<file path="config.mk">
export PLATFORM = sky130hd
export DESIGN_NAME = oms_sequencer
export DESIGN_NICKNAME = d
export VERILOG_FILES = /design/src/logic/oms_pkg.sv /design/src/logic/oms_sequencer.sv /design/src/logic/oms_timer.sv
export SDC_FILE = /design/constraint.sdc
export NUM_CORES = 1
export LEC_CHECK = 0
export BUFFER_PORTS_ARGS = -buffer_cell sky130_fd_sc_hd__buf_2
export CORE_MARGIN = 2
export CORE_UTILIZATION = 55
export DETAILED_ROUTE_END_ITERATION = 10
export PLACE_DENSITY = 0.76
export SYNTH_ARGS = -nofsm -noshare
export SYNTH_HDL_FRONTEND = slang
export SYNTH_HIERARCHICAL = 1
export SYNTH_SLANG_ARGS = --single-unit
</file>
<file path="constraint.sdc">
create_clock -name ref_clk_i -period 3.85 [get_ports ref_clk_i]
set_clock_uncertainty 0.05 [all_clocks]
set_input_delay 0.9625 -clock ref_clk_i [delete_from_list [all_inputs] [get_ports ref_clk_i]]
set_output_delay 0.9625 -clock ref_clk_i [all_outputs]
set_load 0.03 [all_outputs]
</file>
<file path="src/logic/oms_pkg.sv">
// package: constants and types for the operating mode sequencer
package oms_pkg;

    // ----------------------------------------------------------------
    // register map
    // ----------------------------------------------------------------
    localparam logic [7:0] SW_RESET_ADDR = 8'h3D;
    localparam logic [7:0] SW_RESET_KEY = 8'hFF;
    localparam logic [7:0] CTRL_ADDR = 8'h00;
    localparam logic [7:0] MISC_ADDR = 8'h36;
    localparam int CTRL_RUN_BIT = 6;
    localparam int MISC_PS_BIT = 5;
    localparam logic [7:0] CTRL_RESET = 8'h00;
    localparam logic [7:0] MISC_RESET = 8'h00;

    // ----------------------------------------------------------------
    // timing
    // ----------------------------------------------------------------
    localparam int CLK_MHZ = 100;
    localparam int STARTUP_US = 500;
    localparam int STARTUP_CYCLES = STARTUP_US * CLK_MHZ;
    localparam int IDLE_MS = 50;
    localparam int IDLE_CYCLES = IDLE_MS * 1000 * CLK_MHZ;
    localparam int WAKE_CYCLES = 16;

    typedef enum logic [2:0] {
        OMS_RESET = 3'h0,
        OMS_STANDBY = 3'h1,
        OMS_STARTUP = 3'h2,
        OMS_NORMAL = 3'h3,
        OMS_SAVE = 3'h4
    } oms_mode_t;

    // register write strobe from the serial interface
    typedef struct packed {
        logic en;
        logic [7:0] addr;
        logic [7:0] data;
    } oms_wr_t;

    // power controls toward the analog blocks
    typedef struct packed {
        logic ref_bias_osc_en;
        logic analog_en;
        logic core_en;
    } oms_pwr_t;

endpackage

</file>
<file path="src/logic/oms_sequencer.sv">
// module: operating mode sequencer, top level
`timescale 1ns/10ps
module oms_sequencer #(
    parameter int STARTUP_CYCLES = oms_pkg::STARTUP_CYCLES,
    parameter int IDLE_CYCLES = oms_pkg::IDLE_CYCLES
) (
    // clock and reset
    input wire logic ref_clk_i,
    input wire logic rstn_i,
    // supply monitor and pins
    input wire logic por_clear_i,
    input wire logic hw_gate_i,
    input wire logic thermal_trip_i,
    // register writes from the serial interface
    input wire oms_pkg::oms_wr_t wr_i,
    // look-ahead idle hint and pwm demand from the engines
    input wire logic pwm_idle_i,
    input wire logic pwm_demand_i,
    // status
    output oms_pkg::oms_mode_t mode_o,
    output logic run_bit_o,
    output logic [7:0] ctrl_o,
    output logic [7:0] misc_o,
    output logic wr_accept_o,
    // power controls
    output oms_pkg::oms_pwr_t pwr_o
);
    // ----------------------------------------------------------------
    // reset release
    // ----------------------------------------------------------------
    logic rst_meta;
    logic rst_n;

    always_ff @(posedge ref_clk_i or negedge rstn_i) begin
        if (!rstn_i) begin
            rst_meta <= 1'b0;
            rst_n <= 1'b0;
        end else begin
            rst_meta <= 1'b1;
            rst_n <= rst_meta;
        end
    end

    // ----------------------------------------------------------------
    // pin synchronisers
    // ----------------------------------------------------------------
    logic [2:0] pin_meta;
    logic [2:0] pin_sync;
    logic por_s;
    logic gate_s;
    logic trip_s;

    always_ff @(posedge ref_clk_i or negedge rst_n) begin
        if (!rst_n) begin
            pin_meta <= 3'h1;
            pin_sync <= 3'h1;
        end else begin
            pin_meta <= {thermal_trip_i, hw_gate_i, por_clear_i};
            pin_sync <= pin_meta;
        end
    end

    assign por_s = pin_sync[0];
    assign gate_s = pin_sync[1];
    assign trip_s = pin_sync[2];

    // ----------------------------------------------------------------
    // software reset and register file
    // ----------------------------------------------------------------
    logic sw_reset;
    logic reg_clear;
    logic wr_ok;
    oms_pkg::oms_mode_t mode;

    // other values are simply ignored
    assign sw_reset = wr_i.en && wr_i.addr == oms_pkg::SW_RESET_ADDR
        && wr_i.data == oms_pkg::SW_RESET_KEY;
    assign reg_clear = por_s || sw_reset || mode == oms_pkg::OMS_RESET;
    // standby takes writes only with the gate high; a pending clear wins
    assign wr_ok = gate_s && !por_s
        && mode != oms_pkg::OMS_RESET;
    assign wr_accept_o = wr_ok;

    always_ff @(posedge ref_clk_i or negedge rst_n) begin
        if (!rst_n) begin
            ctrl_o <= oms_pkg::CTRL_RESET;
        end else if (reg_clear) begin
            ctrl_o <= oms_pkg::CTRL_RESET;
        end else if (wr_ok && wr_i.en && wr_i.addr == oms_pkg::CTRL_ADDR) begin
            ctrl_o <= wr_i.data;
        end
    end

    always_ff @(posedge ref_clk_i or negedge rst_n) begin
        if (!rst_n) begin
            misc_o <= oms_pkg::MISC_RESET;
        end else if (reg_clear) begin
            misc_o <= oms_pkg::MISC_RESET;
        end else if (wr_ok && wr_i.en && wr_i.addr == oms_pkg::MISC_ADDR) begin
            misc_o <= wr_i.data;
        end
    end

    logic run_bit;
    logic ps_allow;
    assign run_bit = ctrl_o[oms_pkg::CTRL_RUN_BIT];
    assign ps_allow = misc_o[oms_pkg::MISC_PS_BIT];
    assign run_bit_o = run_bit;

    // ----------------------------------------------------------------
    // startup, idle and wake-up timers
    // ----------------------------------------------------------------
    logic start_load;
    logic start_done;
    logic idle_load;
    logic idle_done;
    logic wake_load;
    logic wake_done;

    oms_timer #(.WIDTH(32)) u_start (
        .ref_clk_i(ref_clk_i),
        .rst_n_i(rst_n),
        .load_i(start_load),
        .count_i(32'(STARTUP_CYCLES - 1)),
        .run_i(mode == oms_pkg::OMS_STARTUP && !trip_s),
        .done_o(start_done)
    );

    // idle window restarts on any pwm activity hint
    oms_timer #(.WIDTH(32)) u_idle (
        .ref_clk_i(ref_clk_i),
        .rst_n_i(rst_n),
        .load_i(idle_load),
        .count_i(32'(IDLE_CYCLES)),
        .run_i(1'b1),
        .done_o(idle_done)
    );
    assign idle_load = !pwm_idle_i || pwm_demand_i
        || mode != oms_pkg::OMS_NORMAL;

    // short wake-up, much faster than a full startup
    oms_timer #(.WIDTH(32)) u_wake (
        .ref_clk_i(ref_clk_i),
        .rst_n_i(rst_n),
        .load_i(wake_load),
        .count_i(32'(oms_pkg::WAKE_CYCLES - 1)),
        .run_i(1'b1),
        .done_o(wake_done)
    );

    // ----------------------------------------------------------------
    // mode state machine
    // ----------------------------------------------------------------
    oms_pkg::oms_mode_t next_mode;
    logic waking;
    logic next_waking;

    always_comb begin
        next_mode = mode;
        next_waking = waking;
        case (mode)
            oms_pkg::OMS_RESET: begin
                if (!por_s && !sw_reset) begin
                    next_mode = oms_pkg::OMS_STANDBY;
                end
            end
            oms_pkg::OMS_STANDBY: begin
                if (run_bit && gate_s) begin
                    next_mode = oms_pkg::OMS_STARTUP;
                end
            end
            oms_pkg::OMS_STARTUP: begin
                // thermal trip freezes the delay
                if (start_done && !trip_s) begin
                    next_mode = oms_pkg::OMS_NORMAL;
                end
            end
            oms_pkg::OMS_NORMAL: begin
                if (ps_allow && idle_done) begin
                    next_mode = oms_pkg::OMS_SAVE;
                end
            end
            oms_pkg::OMS_SAVE: begin
                if (!ps_allow || pwm_demand_i) begin
                    next_waking = 1'b1;
                end
                if (waking && wake_done) begin
                    next_mode = oms_pkg::OMS_NORMAL;
                    next_waking = 1'b0;
                end
            end
            default: begin
                next_mode = oms_pkg::OMS_RESET;
            end
        endcase
        if (trip_s && mode != oms_pkg::OMS_RESET
            && mode != oms_pkg::OMS_STANDBY) begin
            next_mode = oms_pkg::OMS_STARTUP;
            next_waking = 1'b0;
        end
        if (mode != oms_pkg::OMS_RESET && (!run_bit || !gate_s)) begin
            next_mode = oms_pkg::OMS_STANDBY;
            next_waking = 1'b0;
        end
        if (por_s || sw_reset) begin
            next_mode = oms_pkg::OMS_RESET;
            next_waking = 1'b0;
        end
    end

    assign start_load = mode != oms_pkg::OMS_STARTUP;
    assign wake_load = !waking;

    always_ff @(posedge ref_clk_i or negedge rst_n) begin
        if (!rst_n) begin
            mode <= oms_pkg::OMS_RESET;
        end else begin
            mode <= next_mode;
        end
    end

    always_ff @(posedge ref_clk_i or negedge rst_n) begin
        if (!rst_n) begin
            waking <= 1'b0;
        end else begin
            waking <= next_waking;
        end
    end

    assign mode_o = mode;

    // ----------------------------------------------------------------
    // power controls
    // ----------------------------------------------------------------
    // core stays on in power-save so execution and wake-up continue
    always_ff @(posedge ref_clk_i or negedge rst_n) begin
        if (!rst_n) begin
            pwr_o <= '0;
        end else begin
            pwr_o.ref_bias_osc_en <= next_mode == oms_pkg::OMS_STARTUP
                || next_mode == oms_pkg::OMS_NORMAL
                || next_mode == oms_pkg::OMS_SAVE;
            pwr_o.analog_en <= next_mode == oms_pkg::OMS_NORMAL
                || (next_mode == oms_pkg::OMS_SAVE && next_waking);
            pwr_o.core_en <= next_mode == oms_pkg::OMS_NORMAL
                || next_mode == oms_pkg::OMS_SAVE;
        end
    end
endmodule

</file>
<file path="src/logic/oms_timer.sv">
// module: loadable down counter that flags expiry
`timescale 1ns/10ps
module oms_timer #(
    parameter int WIDTH = 32
) (
    // clock and reset
    input wire logic ref_clk_i,
    input wire logic rst_n_i,
    // control
    input wire logic load_i,
    input wire logic [WIDTH-1:0] count_i,
    input wire logic run_i,
    // status
    output logic done_o
);
    logic [WIDTH-1:0] remain;

    always_ff @(posedge ref_clk_i or negedge rst_n_i) begin
        if (!rst_n_i) begin
            remain <= '0;
        end else if (load_i) begin
            remain <= count_i;
        end else if (run_i && remain != '0) begin
            remain <= remain - 1'b1;
        end
    end

    assign done_o = (remain == '0) && !load_i;
endmodule

</file>
==> metrics.sh, run 1 <==
DPL_WORST_SLACK_PS=615
GRT_SETUP_UNREPAIRED='false'
ANTENNA_CELLS_INSERTED=0
FILLER_CELLS_INSERTED=1131
CRIT_TYPE='reg -> reg'
COMB_POWER_FRAC=0.062
SYNTH_ASYNC_RESET_RATIO=1.00
IR_WORST_VDD_mV=0.310
CRITICAL_PATH.STARTPOINT_TYPE='flip-flop'
NETLIST_TOP_CELLS_AREA='sky130_fd_sc_hd__dfrtp_1 42%, sky130_fd_sc_hd__nand2_1 3.8%, sky130_fd_sc_hd__nor2_1 3.5%, sky130_fd_sc_hd__mux2i_1 2.7%, sky130_fd_sc_hd__nor4_1 2.4%'
ANT_NETS=0
SYNTHESIS.INSTANCES=814
COMPOUND_CELL_AREA_SHARE_OF_THE_YOSYS_NETLIST=0.193
DP_HPWL_UM=11300
ANTENNA_VIOLATIONS_BEFORE_REPAIR=0
CLK_PIN_SLEW_WORST_PATHS_PS=60
SETUP.REG_TO_REG.WORST_SLACK_PS=590
FIN_CRIT_PS=3260
DIE_AREA_UM2=14600
GPL.FINAL_WEIGHTED_CONGESTION=0.823
CRITICAL_PATH.MAX_FANOUT=7
DRCVIOLATIONCOUNT=0
NUMCTSBUFFERS=17
DIE_WIDTH_UM=121
SYNTH_AREA_PER_CELL_UM2=9.19
CLK_ROOT_BUFFER_CELL='sky130_fd_sc_hd__clkbuf_16'
HOLD_PATH_CLASS='in -> async'
FLOORPLAN.CORE_AREA_UM2=13200
DRT-TOTAL-WL_UM=17100
REPORT.FINAL.HOLD_VIOL_COUNT=0
CTS_RESIZED=0
PORTBUFFERS=47
CTS.SINK_COUNT=127
INSERTION_DELAY_PS=430
INTERNAL_POWER_mW=2.39
FINAL_STANDARD_CELL_UTILIZATION_OF_THE_CORE=0.671
SYNTH_SEQ_CELLS=127
POWER.SHARE.SWITCHING=0.261
YOSYSWARNINGCOUNT=6
HTREE_NUM_LEVELS=4
POST_SYNTH_MUX_AREA_SHARE=0.0313
GRT_TOTAL_USAGE=0.248
POST_SYNTH_XOR_AREA_FRACTION=0.0316
DRV_CAP=0
GRT_OVERFLOW=0
SYNTH_EDF_COUNT=0
DOMINANTREGCELLSYNTH='sky130_fd_sc_hd__dfrtp_1'
FINAL_NETS=987
SYNTH-ADDER-AREA-SHARE=0.00502
POST_CTS.REPAIR.SETUP_BUFFERS=0
POWER-PER-CELL-AREA_nW_PER_UM2=364
BUSIEST_LAYER='met2'
POST_CTS_HOLD_BUFFER_COUNT=0
LAYOUTNONFILLERINSTCOUNT=1149
GRT_START_MAX_NET_PINS=83
SIGNED_AREA_CHANGE_FROM_THE_SYNTHESIZED_NETLIST_TO_THE_FINAL_LAYOUT_PCT=18.8
GRT_UTIL_MET2=0.387
GLOBAL_ROUTE.USAGE.MET1=0.342
STD_CELL_ROWS=42
POWER_SPENT_CHARGING_AND_DISCHARGING_NETS_uW=846
CRITICAL_PATH.ENDPOINT_TYPE='flip-flop'
POST_SYNTH_INSTANCE_AREA_UM2=7480
DP_CELLS=1117
WORST-ENDPOINT-REQUIRED_PS=4160
FMAX_MHz=306
SYNTH_SEQ_AREA_SHARE=0.425
FINALCRITPERIODSHARE=0.848
MET3_USAGE=0.0637
FIRST_GLOBAL_VIAS=6099
FINALMAXSLEWVIOLATIONS=0
VIASPERCELL=5.69
SYNTH_CELL_TYPE_COUNT=79
SYNTH_TOP_AREA_SHARE=0.418
TRITONCTS='built'
POWER.STATIC_LEAKAGE_nW=3.68
ROUTED_WIRE_LENGTH_PER_INSTANCE_UM=14.9
FINALSETUPVIOLATIONS=0
RELSLEWSLACK=0.503
GRT_FIRST_PASS_WIRELENGTH_UM=29100
FIRST_PASS_ITERS=6
DRIVE_GT1_FRAC=0.159
DRT_FIRST_ITER_VIOLATIONS=502
STARTING_DENSITY_OF_THE_CORE=0.565
YOSYS.AREA_SHARE.SIMPLE=0.269
STATUS='completed'
TIMING.FINAL.WS_SETUP_PS=585
WHS_PS=255
POST-SYNTH-TOP-AREA-CELL='sky130_fd_sc_hd__dfrtp_1'
NUM_IO_PINS=48
WORSTMARGINPINSLEW_PS=743
TNS_PS=0
DIE_HEIGHT_UM=121
SYNTH_TOP_FAMILY_BY_AREA='simple AND/OR/NAND/NOR gates'
SEQ_POWER_SHARE=0.452
CP.ARRIVAL_PS=3570
CTS_MAX_PATH_BUFFERS=2
VIAS=6538
CLOCK_POWER_SHARE=0.487
per-stage QoR:
step                area (um^2)  power, mW
finish                     8890       3.24
global route               8890       3.37
CTS                        8890       3.27
detailed placement         8310       1.68
global placement           8310       1.68
floorplan                  7870       1.62
final timing paths:
check	start	to	cells after the start
setup reg to reg	u_wake/remain[16]	pwr_o[0]	8
hold reg to reg	rst_n	u_start/remain[0]	0
max in group asynchronous	rst_n	pin_meta[0]	1
hold / removal	rstn_i	rst_n	1
setup / recovery	u_wake/remain[16]	pwr_o[0]	8
min in group ref_clk_i	pin_meta[2]	pin_sync[2]	0
worst max-delay path, stage by stage, from the launching register on:
cell	delay [ps]
sky130_fd_sc_hd__dfrtp_1	410
sky130_fd_sc_hd__or4_4	570
sky130_fd_sc_hd__or3_1	340
sky130_fd_sc_hd__or4_1	660
sky130_fd_sc_hd__inv_2	160
sky130_fd_sc_hd__a32oi_1	130
sky130_fd_sc_hd__and4_4	180
sky130_fd_sc_hd__or4b_4	550
sky130_fd_sc_hd__a21oi_2	150
Yosys cell counts (5+ instances only):
| library cell | number |
|---|---|
| sky130_fd_sc_hd__xor2_1 | 15 |
| sky130_fd_sc_hd__o211ai_1 | 6 |
| sky130_fd_sc_hd__xnor2_1 | 12 |
| sky130_fd_sc_hd__o21a_1 | 8 |
| sky130_fd_sc_hd__nor4_2 | 10 |
| sky130_fd_sc_hd__nor4_1 | 29 |
| sky130_fd_sc_hd__or4b_1 | 5 |
| sky130_fd_sc_hd__nor3_1 | 25 |
| sky130_fd_sc_hd__o311ai_0 | 10 |
| sky130_fd_sc_hd__buf_2 | 11 |
| sky130_fd_sc_hd__o21ai_1 | 10 |
| sky130_fd_sc_hd__or2_2 | 5 |
| sky130_fd_sc_hd__mux2i_1 | 20 |
| sky130_fd_sc_hd__or3_1 | 22 |
| sky130_fd_sc_hd__nand4_1 | 18 |
| sky130_fd_sc_hd__o41ai_1 | 14 |
| sky130_fd_sc_hd__a31oi_1 | 21 |
| sky130_fd_sc_hd__a22o_1 | 7 |
| sky130_fd_sc_hd__nand3_1 | 25 |
| sky130_fd_sc_hd__nor4b_1 | 5 |
| sky130_fd_sc_hd__dfrtp_1 | 125 |
| sky130_fd_sc_hd__o21ai_0 | 34 |
| sky130_fd_sc_hd__o31a_1 | 5 |
| sky130_fd_sc_hd__a21oi_1 | 30 |
| sky130_fd_sc_hd__clkbuf_1 | 32 |
| sky130_fd_sc_hd__a2bb2oi_1 | 6 |
| sky130_fd_sc_hd__and2_1 | 8 |
| sky130_fd_sc_hd__inv_1 | 23 |
| sky130_fd_sc_hd__or4_4 | 6 |
| sky130_fd_sc_hd__nand2_1 | 76 |
| sky130_fd_sc_hd__and3_1 | 5 |
| sky130_fd_sc_hd__o31ai_1 | 17 |
| sky130_fd_sc_hd__nor2_1 | 70 |
| sky130_fd_sc_hd__or4_1 | 10 |
power groups by stage:
stage | logic, mW | clock network (mW) | registers (mW)
finish | 0.200 | 1.58 | 1.46
global route | 0.232 | 1.67 | 1.47
CTS | 0.198 | 1.61 | 1.46
detailed placement | 0.196 | 0 | 1.48
global placement | 0.192 | 0 | 1.48
floorplan | 0.137 | 0 | 1.48
flip-flops by register name (all words and copies together) (netlist names):
name            count
misc_o              8
rst_meta            1
ctrl_o              8
u_wake/remain      32
pwr_o               3
u_start/remain     32
mode_o              3
pin_sync            3
u_idle/remain      32
waking              1
rst_n               1
pin_meta            3
kinds of logic after synthesis:
group | Yosys count
buffers and inverters | 74
flip-flops | 127
AO/OA/AOI/OAI | 205
adder cells (fa/ha/maj) | 3
XOR/XNOR | 27
multiplexers | 23
other | 2
AND/OR/NAND/NOR | 353
placed cells by master, fill, tap and decap left out, types with 10 or more instances in the layout:
cell type,n
sky130_fd_sc_hd__o41ai_1,14
sky130_fd_sc_hd__buf_2,47
sky130_fd_sc_hd__o311ai_0,10
sky130_fd_sc_hd__o21ai_0,34
sky130_fd_sc_hd__nor2_1,70
sky130_fd_sc_hd__buf_4,25
sky130_fd_sc_hd__conb_1,105
sky130_fd_sc_hd__nor3_1,25
sky130_fd_sc_hd__nor4_1,27
sky130_fd_sc_hd__dfrtp_1,124
sky130_fd_sc_hd__o21ai_1,10
sky130_fd_sc_hd__a31oi_1,21
sky130_fd_sc_hd__or3_1,22
sky130_fd_sc_hd__clkbuf_16,17
sky130_fd_sc_hd__a21oi_1,30
sky130_fd_sc_hd__nand4_1,18
sky130_fd_sc_hd__inv_1,23
sky130_fd_sc_hd__xnor2_1,12
sky130_fd_sc_hd__mux2i_1,20
sky130_fd_sc_hd__o31ai_1,17
sky130_fd_sc_hd__nand2_1,76
sky130_fd_sc_hd__nor4_2,12
sky130_fd_sc_hd__or4_1,10
sky130_fd_sc_hd__nand3_1,25
sky130_fd_sc_hd__xor2_1,15
layout make-up:
| type | instances | area [um^2] | share of cell area |
|---|---|---|---|
| sequential | 127 | 3180 | 0.358 |
| timing repair buffer | 73 | 443 | 0.0498 |
| clock inverter | 15 | 153 | 0.0172 |
| tap | 176 | 220 | 0.0248 |
| inverter | 25 | 93.8 | 0.0106 |
| clock buffer | 17 | 425 | 0.0478 |
| multi-input combinational | 716 | 4370 | 0.492 |
layer usage:
layer	part of all wire	up-vias	wire, um
li1	-	3275	-
met5	0	-	0
met3	0.043	14	729
met1	0.48	3113	8230
met4	0.0093	0	159
met2	0.47	136	7990
No activity file was read; power rests on OpenSTA's default activity.
==> run 2: changes to the inputs <==
clock period = 2.9 ns   (was 3.85 ns; I/O delays follow)
==> metrics.sh, run 2 (same netlist as run 1, synthesis figures left out) <==
FINAL_COMMON_CELL='sky130_fd_sc_hd__dfrtp_1'
CLK_ROOT_BUFFER_CELL='sky130_fd_sc_hd__clkbuf_16'
DP_CELLS=1160  # +3.8%
VIAS=6826  # +4.4%
INSERTION_DELAY_PS=420  # about the same
ANTENNA_CELLS_INSERTED=0  # unchanged
FINALCRITPERIODSHARE=1.02  # +0.174
NUM_IO_PINS=48  # unchanged
ANT_NETS=0  # unchanged
CP.ARRIVAL_PS=3260  # -310 ps
CRITICAL_PATH.ENDPOINT_TYPE='flip-flop'
FMAX_MHz=337  # +10%
POWER-PER-CELL-AREA_nW_PER_UM2=477  # +31%
FINALSETUPVIOLATIONS=2  # +2
REGAREA_UM2=3180  # unchanged
CTS.SINK_COUNT=127  # unchanged
TRITONCTS='built'
LARGEST_REGISTERS='u_idle/remain (32), u_start/remain (32), u_wake/remain (32)'
WHS_PS=27.5  # -227 ps
DRT-TOTAL-WL_UM=18100  # +5.6%
VIOLATED_CHECKS='setup timing'
POWER.STATIC_LEAKAGE_nW=3.92  # +6.5%
LAYOUT.CELLS.MOST_COMMON_LIST='124 x sky130_fd_sc_hd__dfrtp_1, 105 x sky130_fd_sc_hd__conb_1, 76 x sky130_fd_sc_hd__nand2_1'
HOLD_PATH_CLASS='in -> async'
GRT_OVERFLOW=0  # unchanged
GRT_START_MAX_NET_PINS=48  # -42%
RELSLEWSLACK=0.560  # +0.0572
GPL.FINAL_WEIGHTED_CONGESTION=0.865  # +5.1%
ROUTED_WIRE_LENGTH_PER_INSTANCE_UM=15.1  # +1.5%
FIRST_PASS_ITERS=7  # +1
WORSTMARGINPINSLEW_PS=656  # -86.8 ps
DIE_WIDTH_UM=121  # unchanged
VIASPERCELL=5.71  # +0.39%
TOTALPOWERFINAL_mW=4.43  # +37%
CP_NUM_BUF_INV=1  # unchanged
STARTING_DENSITY_OF_THE_CORE=0.565  # unchanged
REPORT.FINAL.HOLD_VIOL_COUNT=0  # unchanged
SIGNED_AREA_CHANGE_FROM_THE_SYNTHESIZED_NETLIST_TO_THE_FINAL_LAYOUT_PCT=24.3
FINAL_STANDARD_CELL_UTILIZATION_OF_THE_CORE=0.702  # +0.0307
GRT_TOTAL_USAGE=0.261  # +0.0136
FIN_CRIT_PS=2960  # -301 ps
CP_SLOWEST_STAGE_DELAY_PS=590  # -70 ps
CRITICAL_PATH.MAX_FANOUT=2  # -5
NUMCTSBUFFERS=17  # unchanged
DIE_AREA_UM2=14600  # unchanged
CLK_PIN_SLEW_WORST_PATHS_PS=60  # about the same
STATUS='complete, but fails checks'
DRIVE_GT1_FRAC=0.202  # +0.0429
DIE_HEIGHT_UM=121  # unchanged
CRITICAL-PATH-TOP-CELL-BY-COUNT='sky130_fd_sc_hd__or4_4'
CRITPATHTOPFAMILY='simple AND/OR/NAND/NOR gates'
MULTI_INPUT_AREA_UM2=4400  # +0.63%
GRT_SETUP_UNREPAIRED='true'
PORTBUFFERS=47  # unchanged
CRIT_TYPE='reg -> reg'
CTS_MAX_PATH_BUFFERS=2  # unchanged
CRITICAL_PATH.SLOWEST_CELL='sky130_fd_sc_hd__or4_4'
DRCVIOLATIONCOUNT=0  # unchanged
ANTENNA_VIOLATIONS_BEFORE_REPAIR=0  # unchanged
IR_WORST_VDD_mV=0.468  # +51%
FILLER_CELLS_INSERTED=1078  # -4.7%
FINAL_NETS=1033  # +4.7%
TIMING.FINAL.WS_SETUP_PS=-64.3  # -649 ps
DRV_CAP=0  # unchanged
WORST-ENDPOINT-REQUIRED_PS=3200  # -960 ps
GRT_FIRST_PASS_WIRELENGTH_UM=30900  # +6.2%
CRITICAL_PATH.STARTPOINT_TYPE='flip-flop'
LAYOUTNONFILLERINSTCOUNT=1195  # +4.0%
DP_HPWL_UM=12300  # +9.0%
FIRST_GLOBAL_VIAS=6582  # +7.9%
DRT_FIRST_ITER_VIOLATIONS=472  # -6.0%
DPL_WORST_SLACK_PS=-201  # -816 ps
FINALMAXSLEWVIOLATIONS=0  # unchanged
FLOORPLAN.CORE_AREA_UM2=13200  # unchanged
PATH_CELLS='or4_4, or3_4, or4_4, inv_4, a32oi_2, and4_4, or4b_4, a21oi_2'
STD_CELL_ROWS=42  # unchanged
HTREE_NUM_LEVELS=4  # unchanged
==> run 2: cell count changes in the layout (fill, tap and decap cells not counted), sizes merged <==
cell / delta
bufinv: +1
clkbuf: +1
inv: +1
clkinv: -3
buf: +46
==> run 2: path summary, 6_finish.rpt <==
kind                       slack, ps  cells after the start                 end        startpoint
setup / recovery                 -60                      8            pwr_o[1]  u_wake/remain[9]
hold / removal                    30                      1               rst_n            rstn_i
setup reg to reg                 -60                      8            pwr_o[1]  u_wake/remain[9]
hold reg to reg                  300                      0               rst_n          rst_meta
max in group asynchronous       1580                      1  u_start/remain[13]             rst_n
min in group ref_clk_i           300                      0               rst_n          rst_meta
==> run 2: layout make-up <==
type                    instances  share of cell area
clock inverters                14              0.0183
well taps                     176              0.0237
flip-flops and latches        127               0.342
multi-input cells             716               0.473
repair buffers                119              0.0848
inverters                      25              0.0104
clock buffers                  18              0.0472
==> run 2: layer usage <==
layer,share of wire,track usage,vias to the layer above
met5,0,0,-
met4,0.0079,0.0661,0
met3,0.042,0.0509,14
met2,0.49,0.429,162
met1,0.46,0.357,3273
li1,-,-,3377
==> run 2: stage by stage <==
stage | setup TNS, ps | cell area (um^2)
final | -122 | 9300
after global routing | -251 | 9300
after CTS | -158 | 9280
after detailed placement | -390 | 8650
after global placement | -343 | 8650
after floorplan | -304 | 7890
==> run 2: what timing repair did <==
action	CTS	global route
setup buffers	1	2
hold buffers	0	0
cloned	0	0
pin swaps	3	2
gates resized for setup	2	1
endpoints found under the setup margin	2	2
==> run 2: report_power, final <==
group,total (mW),switching [mW],internal [mW]
Sequential,1.94,0.0877,1.85
Clock,2.20,0.879,1.32
Combinational,0.295,0.161,0.134
Total,4.43,1.13,3.31
==> run 3: changes to the inputs <==
ABC_AREA = 1   (was default)
==> metrics.sh, run 3 <==
STD_CELL_ROWS=47  # +12%
FINALSETUPVIOLATIONS=0  # -2
SYNTHESIS.INSTANCES=1435  # +76%
DP_HPWL_UM=16500  # +35%
CTS.SINK_COUNT=127  # unchanged
TNS_PS=0  # +122 ps
DRIVE_GT1_FRAC=0.147  # -0.0552
FLOORPLAN.CORE_AREA_UM2=16600  # +26%
DRT_FIRST_ITER_VIOLATIONS=634  # +34%
SYNTH_ASYNC_RESET_RATIO=1.00  # unchanged
CLK_PIN_SLEW_WORST_PATHS_PS=60  # about the same
GRT_TOTAL_USAGE=0.272  # +0.0106
RELSLEWSLACK=0.534  # -0.0267
GRT_SETUP_UNREPAIRED='false'
MET3_WIRELENGTH_UM=1210  # +61%
SYNTH_SEQ_AREA_SHARE=0.338  # -0.0866
GRT_OVERFLOW=0  # unchanged
WIRELENGTH_MET1_UM=10700  # +28%
VIAS=9343  # +37%
TIMING.FINAL.WS_SETUP_PS=335  # +399 ps
SYNTH_SEQ_CELLS=127  # unchanged
POST_SYNTH_INSTANCE_AREA_UM2=9400  # +26%
WORSTMARGINPINSLEW_PS=698  # +41.5 ps
NUM_IO_PINS=48  # unchanged
LARGEST_REGISTERS='u_idle/remain (32), u_start/remain (32), u_wake/remain (32)'
GRT_START_MAX_NET_PINS=50  # +4.2%
SYNTH_EDF_COUNT=0  # unchanged
POST_CTS_HOLD_BUFFER_COUNT=0  # unchanged
YOSYSWARNINGCOUNT=6  # unchanged
STARTING_DENSITY_OF_THE_CORE=0.565  # about the same
FINAL_DESIGN_AREA_NO_FILL_UM2=10800  # +16%
POST_CTS.REPAIR.SETUP_BUFFERS=0  # -1
CRITICAL_PATH.STARTPOINT_TYPE='flip-flop'
WORST-ENDPOINT-REQUIRED_PS=2120  # -1080 ps
ROUTED_WIRE_LENGTH_PER_INSTANCE_UM=13.0  # -14%
LAYOUT.CELLS.MOST_COMMON_LIST='498 x sky130_fd_sc_hd__nand2_1, 198 x sky130_fd_sc_hd__nor2_1, 125 x sky130_fd_sc_hd__inv_1'
POWER.STATIC_LEAKAGE_nW=5.52  # +41%
HOLD_PATH_CLASS='in -> async'
FIRST_PASS_ITERS=6  # -1
DIE_AREA_UM2=18100  # +25%
SYNTH.TOP_CELLS.BY_COUNT='498 x sky130_fd_sc_hd__nand2_1, 198 x sky130_fd_sc_hd__nor2_1, 125 x sky130_fd_sc_hd__dfrtp_1, 125 x sky130_fd_sc_hd__inv_1, 121 x sky130_fd_sc_hd__nand3_1'
REPORT.FINAL.HOLD_VIOL_COUNT=0  # unchanged
NUMCTSBUFFERS=17  # unchanged
SIGNED_AREA_CHANGE_FROM_THE_SYNTHESIZED_NETLIST_TO_THE_FINAL_LAYOUT_PCT=14.9
SYNTH_TOP_AREA_SHARE=0.333  # -0.0852
DRV_CAP=0  # unchanged
TOP_LAYER_USED='met4'
SETUP.REG_TO_REG.WORST_SLACK_PS=600  # +660 ps
MET2_WL_POST_DR_UM=11100  # +26%
DOMINANTREGCELLSYNTH='sky130_fd_sc_hd__dfrtp_1'
FINALCRITPERIODSHARE=0.884  # -0.138
STATUS='completed'
CTS_MAX_PATH_BUFFERS=2  # unchanged
FIRST_GLOBAL_VIAS=8687  # +32%
DPL_WORST_SLACK_PS=629  # +830 ps
FINAL_COMMON_CELL='sky130_fd_sc_hd__nand2_1'
ANT_NETS=0  # unchanged
GRT_FIRST_PASS_WIRELENGTH_UM=40200  # +30%
POST-SYNTH-TOP-AREA-CELL='sky130_fd_sc_hd__dfrtp_1'
INSERTION_DELAY_PS=420  # about the same
CP.ARRIVAL_PS=1790  # -1470 ps
DRCVIOLATIONCOUNT=0  # unchanged
POST_DP_CELL_AREA_UM2=10100  # +17%
POWER-PER-CELL-AREA_nW_PER_UM2=446  # -6.4%
HTREE_NUM_LEVELS=4  # unchanged
DIE_HEIGHT_UM=135  # +12%
PORTBUFFERS=47  # unchanged
FINALMAXSLEWVIOLATIONS=0  # unchanged
CLK_ROOT_BUFFER_CELL='sky130_fd_sc_hd__clkbuf_16'
ANTENNA_CELLS_INSERTED=0  # unchanged
CTS_RESIZED=0  # -2
DIE_WIDTH_UM=135  # +12%
CRITICAL_PATH.MAX_FANOUT=35  # +33
SYNTH_AREA_PER_CELL_UM2=6.55  # -29%
SYNTH_CELL_TYPE_COUNT=43  # -46%
YOSYS.CELL_COUNT.TOP_TYPE='sky130_fd_sc_hd__nand2_1'
GPL.FINAL_WEIGHTED_CONGESTION=0.905  # +4.6%
VIASPERCELL=5.17  # -9.4%
FINAL_NETS=1600  # +55%
TRITONCTS='built'
FIN_CRIT_PS=2560  # -399 ps
FMAX_MHz=390  # +16%
DRT-TOTAL-WL_UM=23400  # +30%
IR_WORST_VDD_mV=0.435  # -7.2%
ANTENNA_VIOLATIONS_BEFORE_REPAIR=0  # unchanged
CRIT_TYPE='reg -> out'
NETLIST_TOP_CELLS_AREA='sky130_fd_sc_hd__dfrtp_1 33%, sky130_fd_sc_hd__nand2_1 20%, sky130_fd_sc_hd__nor2_1 7.9%, sky130_fd_sc_hd__nand3_1 6.4%, sky130_fd_sc_hd__inv_1 5.0%'
CRITICAL_PATH.ENDPOINT_TYPE='output port'
## run 3: cell families after synthesis
family,after synthesis,synth area share
flops,127,0.338
xor+xnor,14,0.0130
other cells,2,0.000799
simple gates,995,0.482
buf+inv,177,0.0865
compound gates,117,0.0750
fa+ha+maj,3,0.00399
## run 3: path summary, 6_finish.rpt
check	startpoint	to	cells past startpoint
setup reg to reg	u_wake/remain[0]	u_wake/remain[6]	9
hold / removal	rstn_i	rst_meta	1
max in group asynchronous	rst_n	u_start/remain[18]	1
min in group ref_clk_i	pin_meta[0]	pin_sync[0]	0
hold reg to reg	pin_meta[0]	pin_sync[0]	0
setup / recovery	mode_o[2]	wr_accept_o	5
## run 3: cell type report
class / count / area [um^2]
Clock buffer: 20 / 467
Tap cell: 220 / 275
Timing Repair Buffer: 64 / 388
Fill cell: 1532 / 5850
Clock inverter: 12 / 205
Inverter: 132 / 495
Multi-Input combinational cell: 1231 / 5780
Sequential cell: 127 / 3180
## run 3: critical path: stages, from the launching register on
cell                      delay [ps]
sky130_fd_sc_hd__dfrtp_1         590
sky130_fd_sc_hd__nor2_4           90
sky130_fd_sc_hd__nand2_4         290
sky130_fd_sc_hd__nand3_1         130
sky130_fd_sc_hd__inv_1            70
sky130_fd_sc_hd__buf_2           190
## run 3: metal layers
metal	global-route usage	up-vias
met4	0.100	0
met3	0.0465	31
met1	0.362	4294
met2	0.448	261
met5	0	-
li1	-	4757
## run 3: per-stage QoR
step            util  hold slack [ps]  power (mW)  instances
2_1_floorplan      -              281        2.27       1535
3_3_place_gp   0.608              283        2.37       1774
3_5_place_dp   0.608              296        2.39       1774
4_1_cts        0.649             8.99        4.85       1806
5_1_grt        0.649             11.1        5.02       1806
6_report       0.649             26.3        4.82       1806
## run 3: where the power goes
part | total [mW] | internal, mW | switching (mW)
Combinational | 0.411 | 0.157 | 0.254
Sequential | 1.96 | 1.85 | 0.107
Clock | 2.45 | 1.60 | 0.847
Total | 4.82 | 3.61 | 1.21
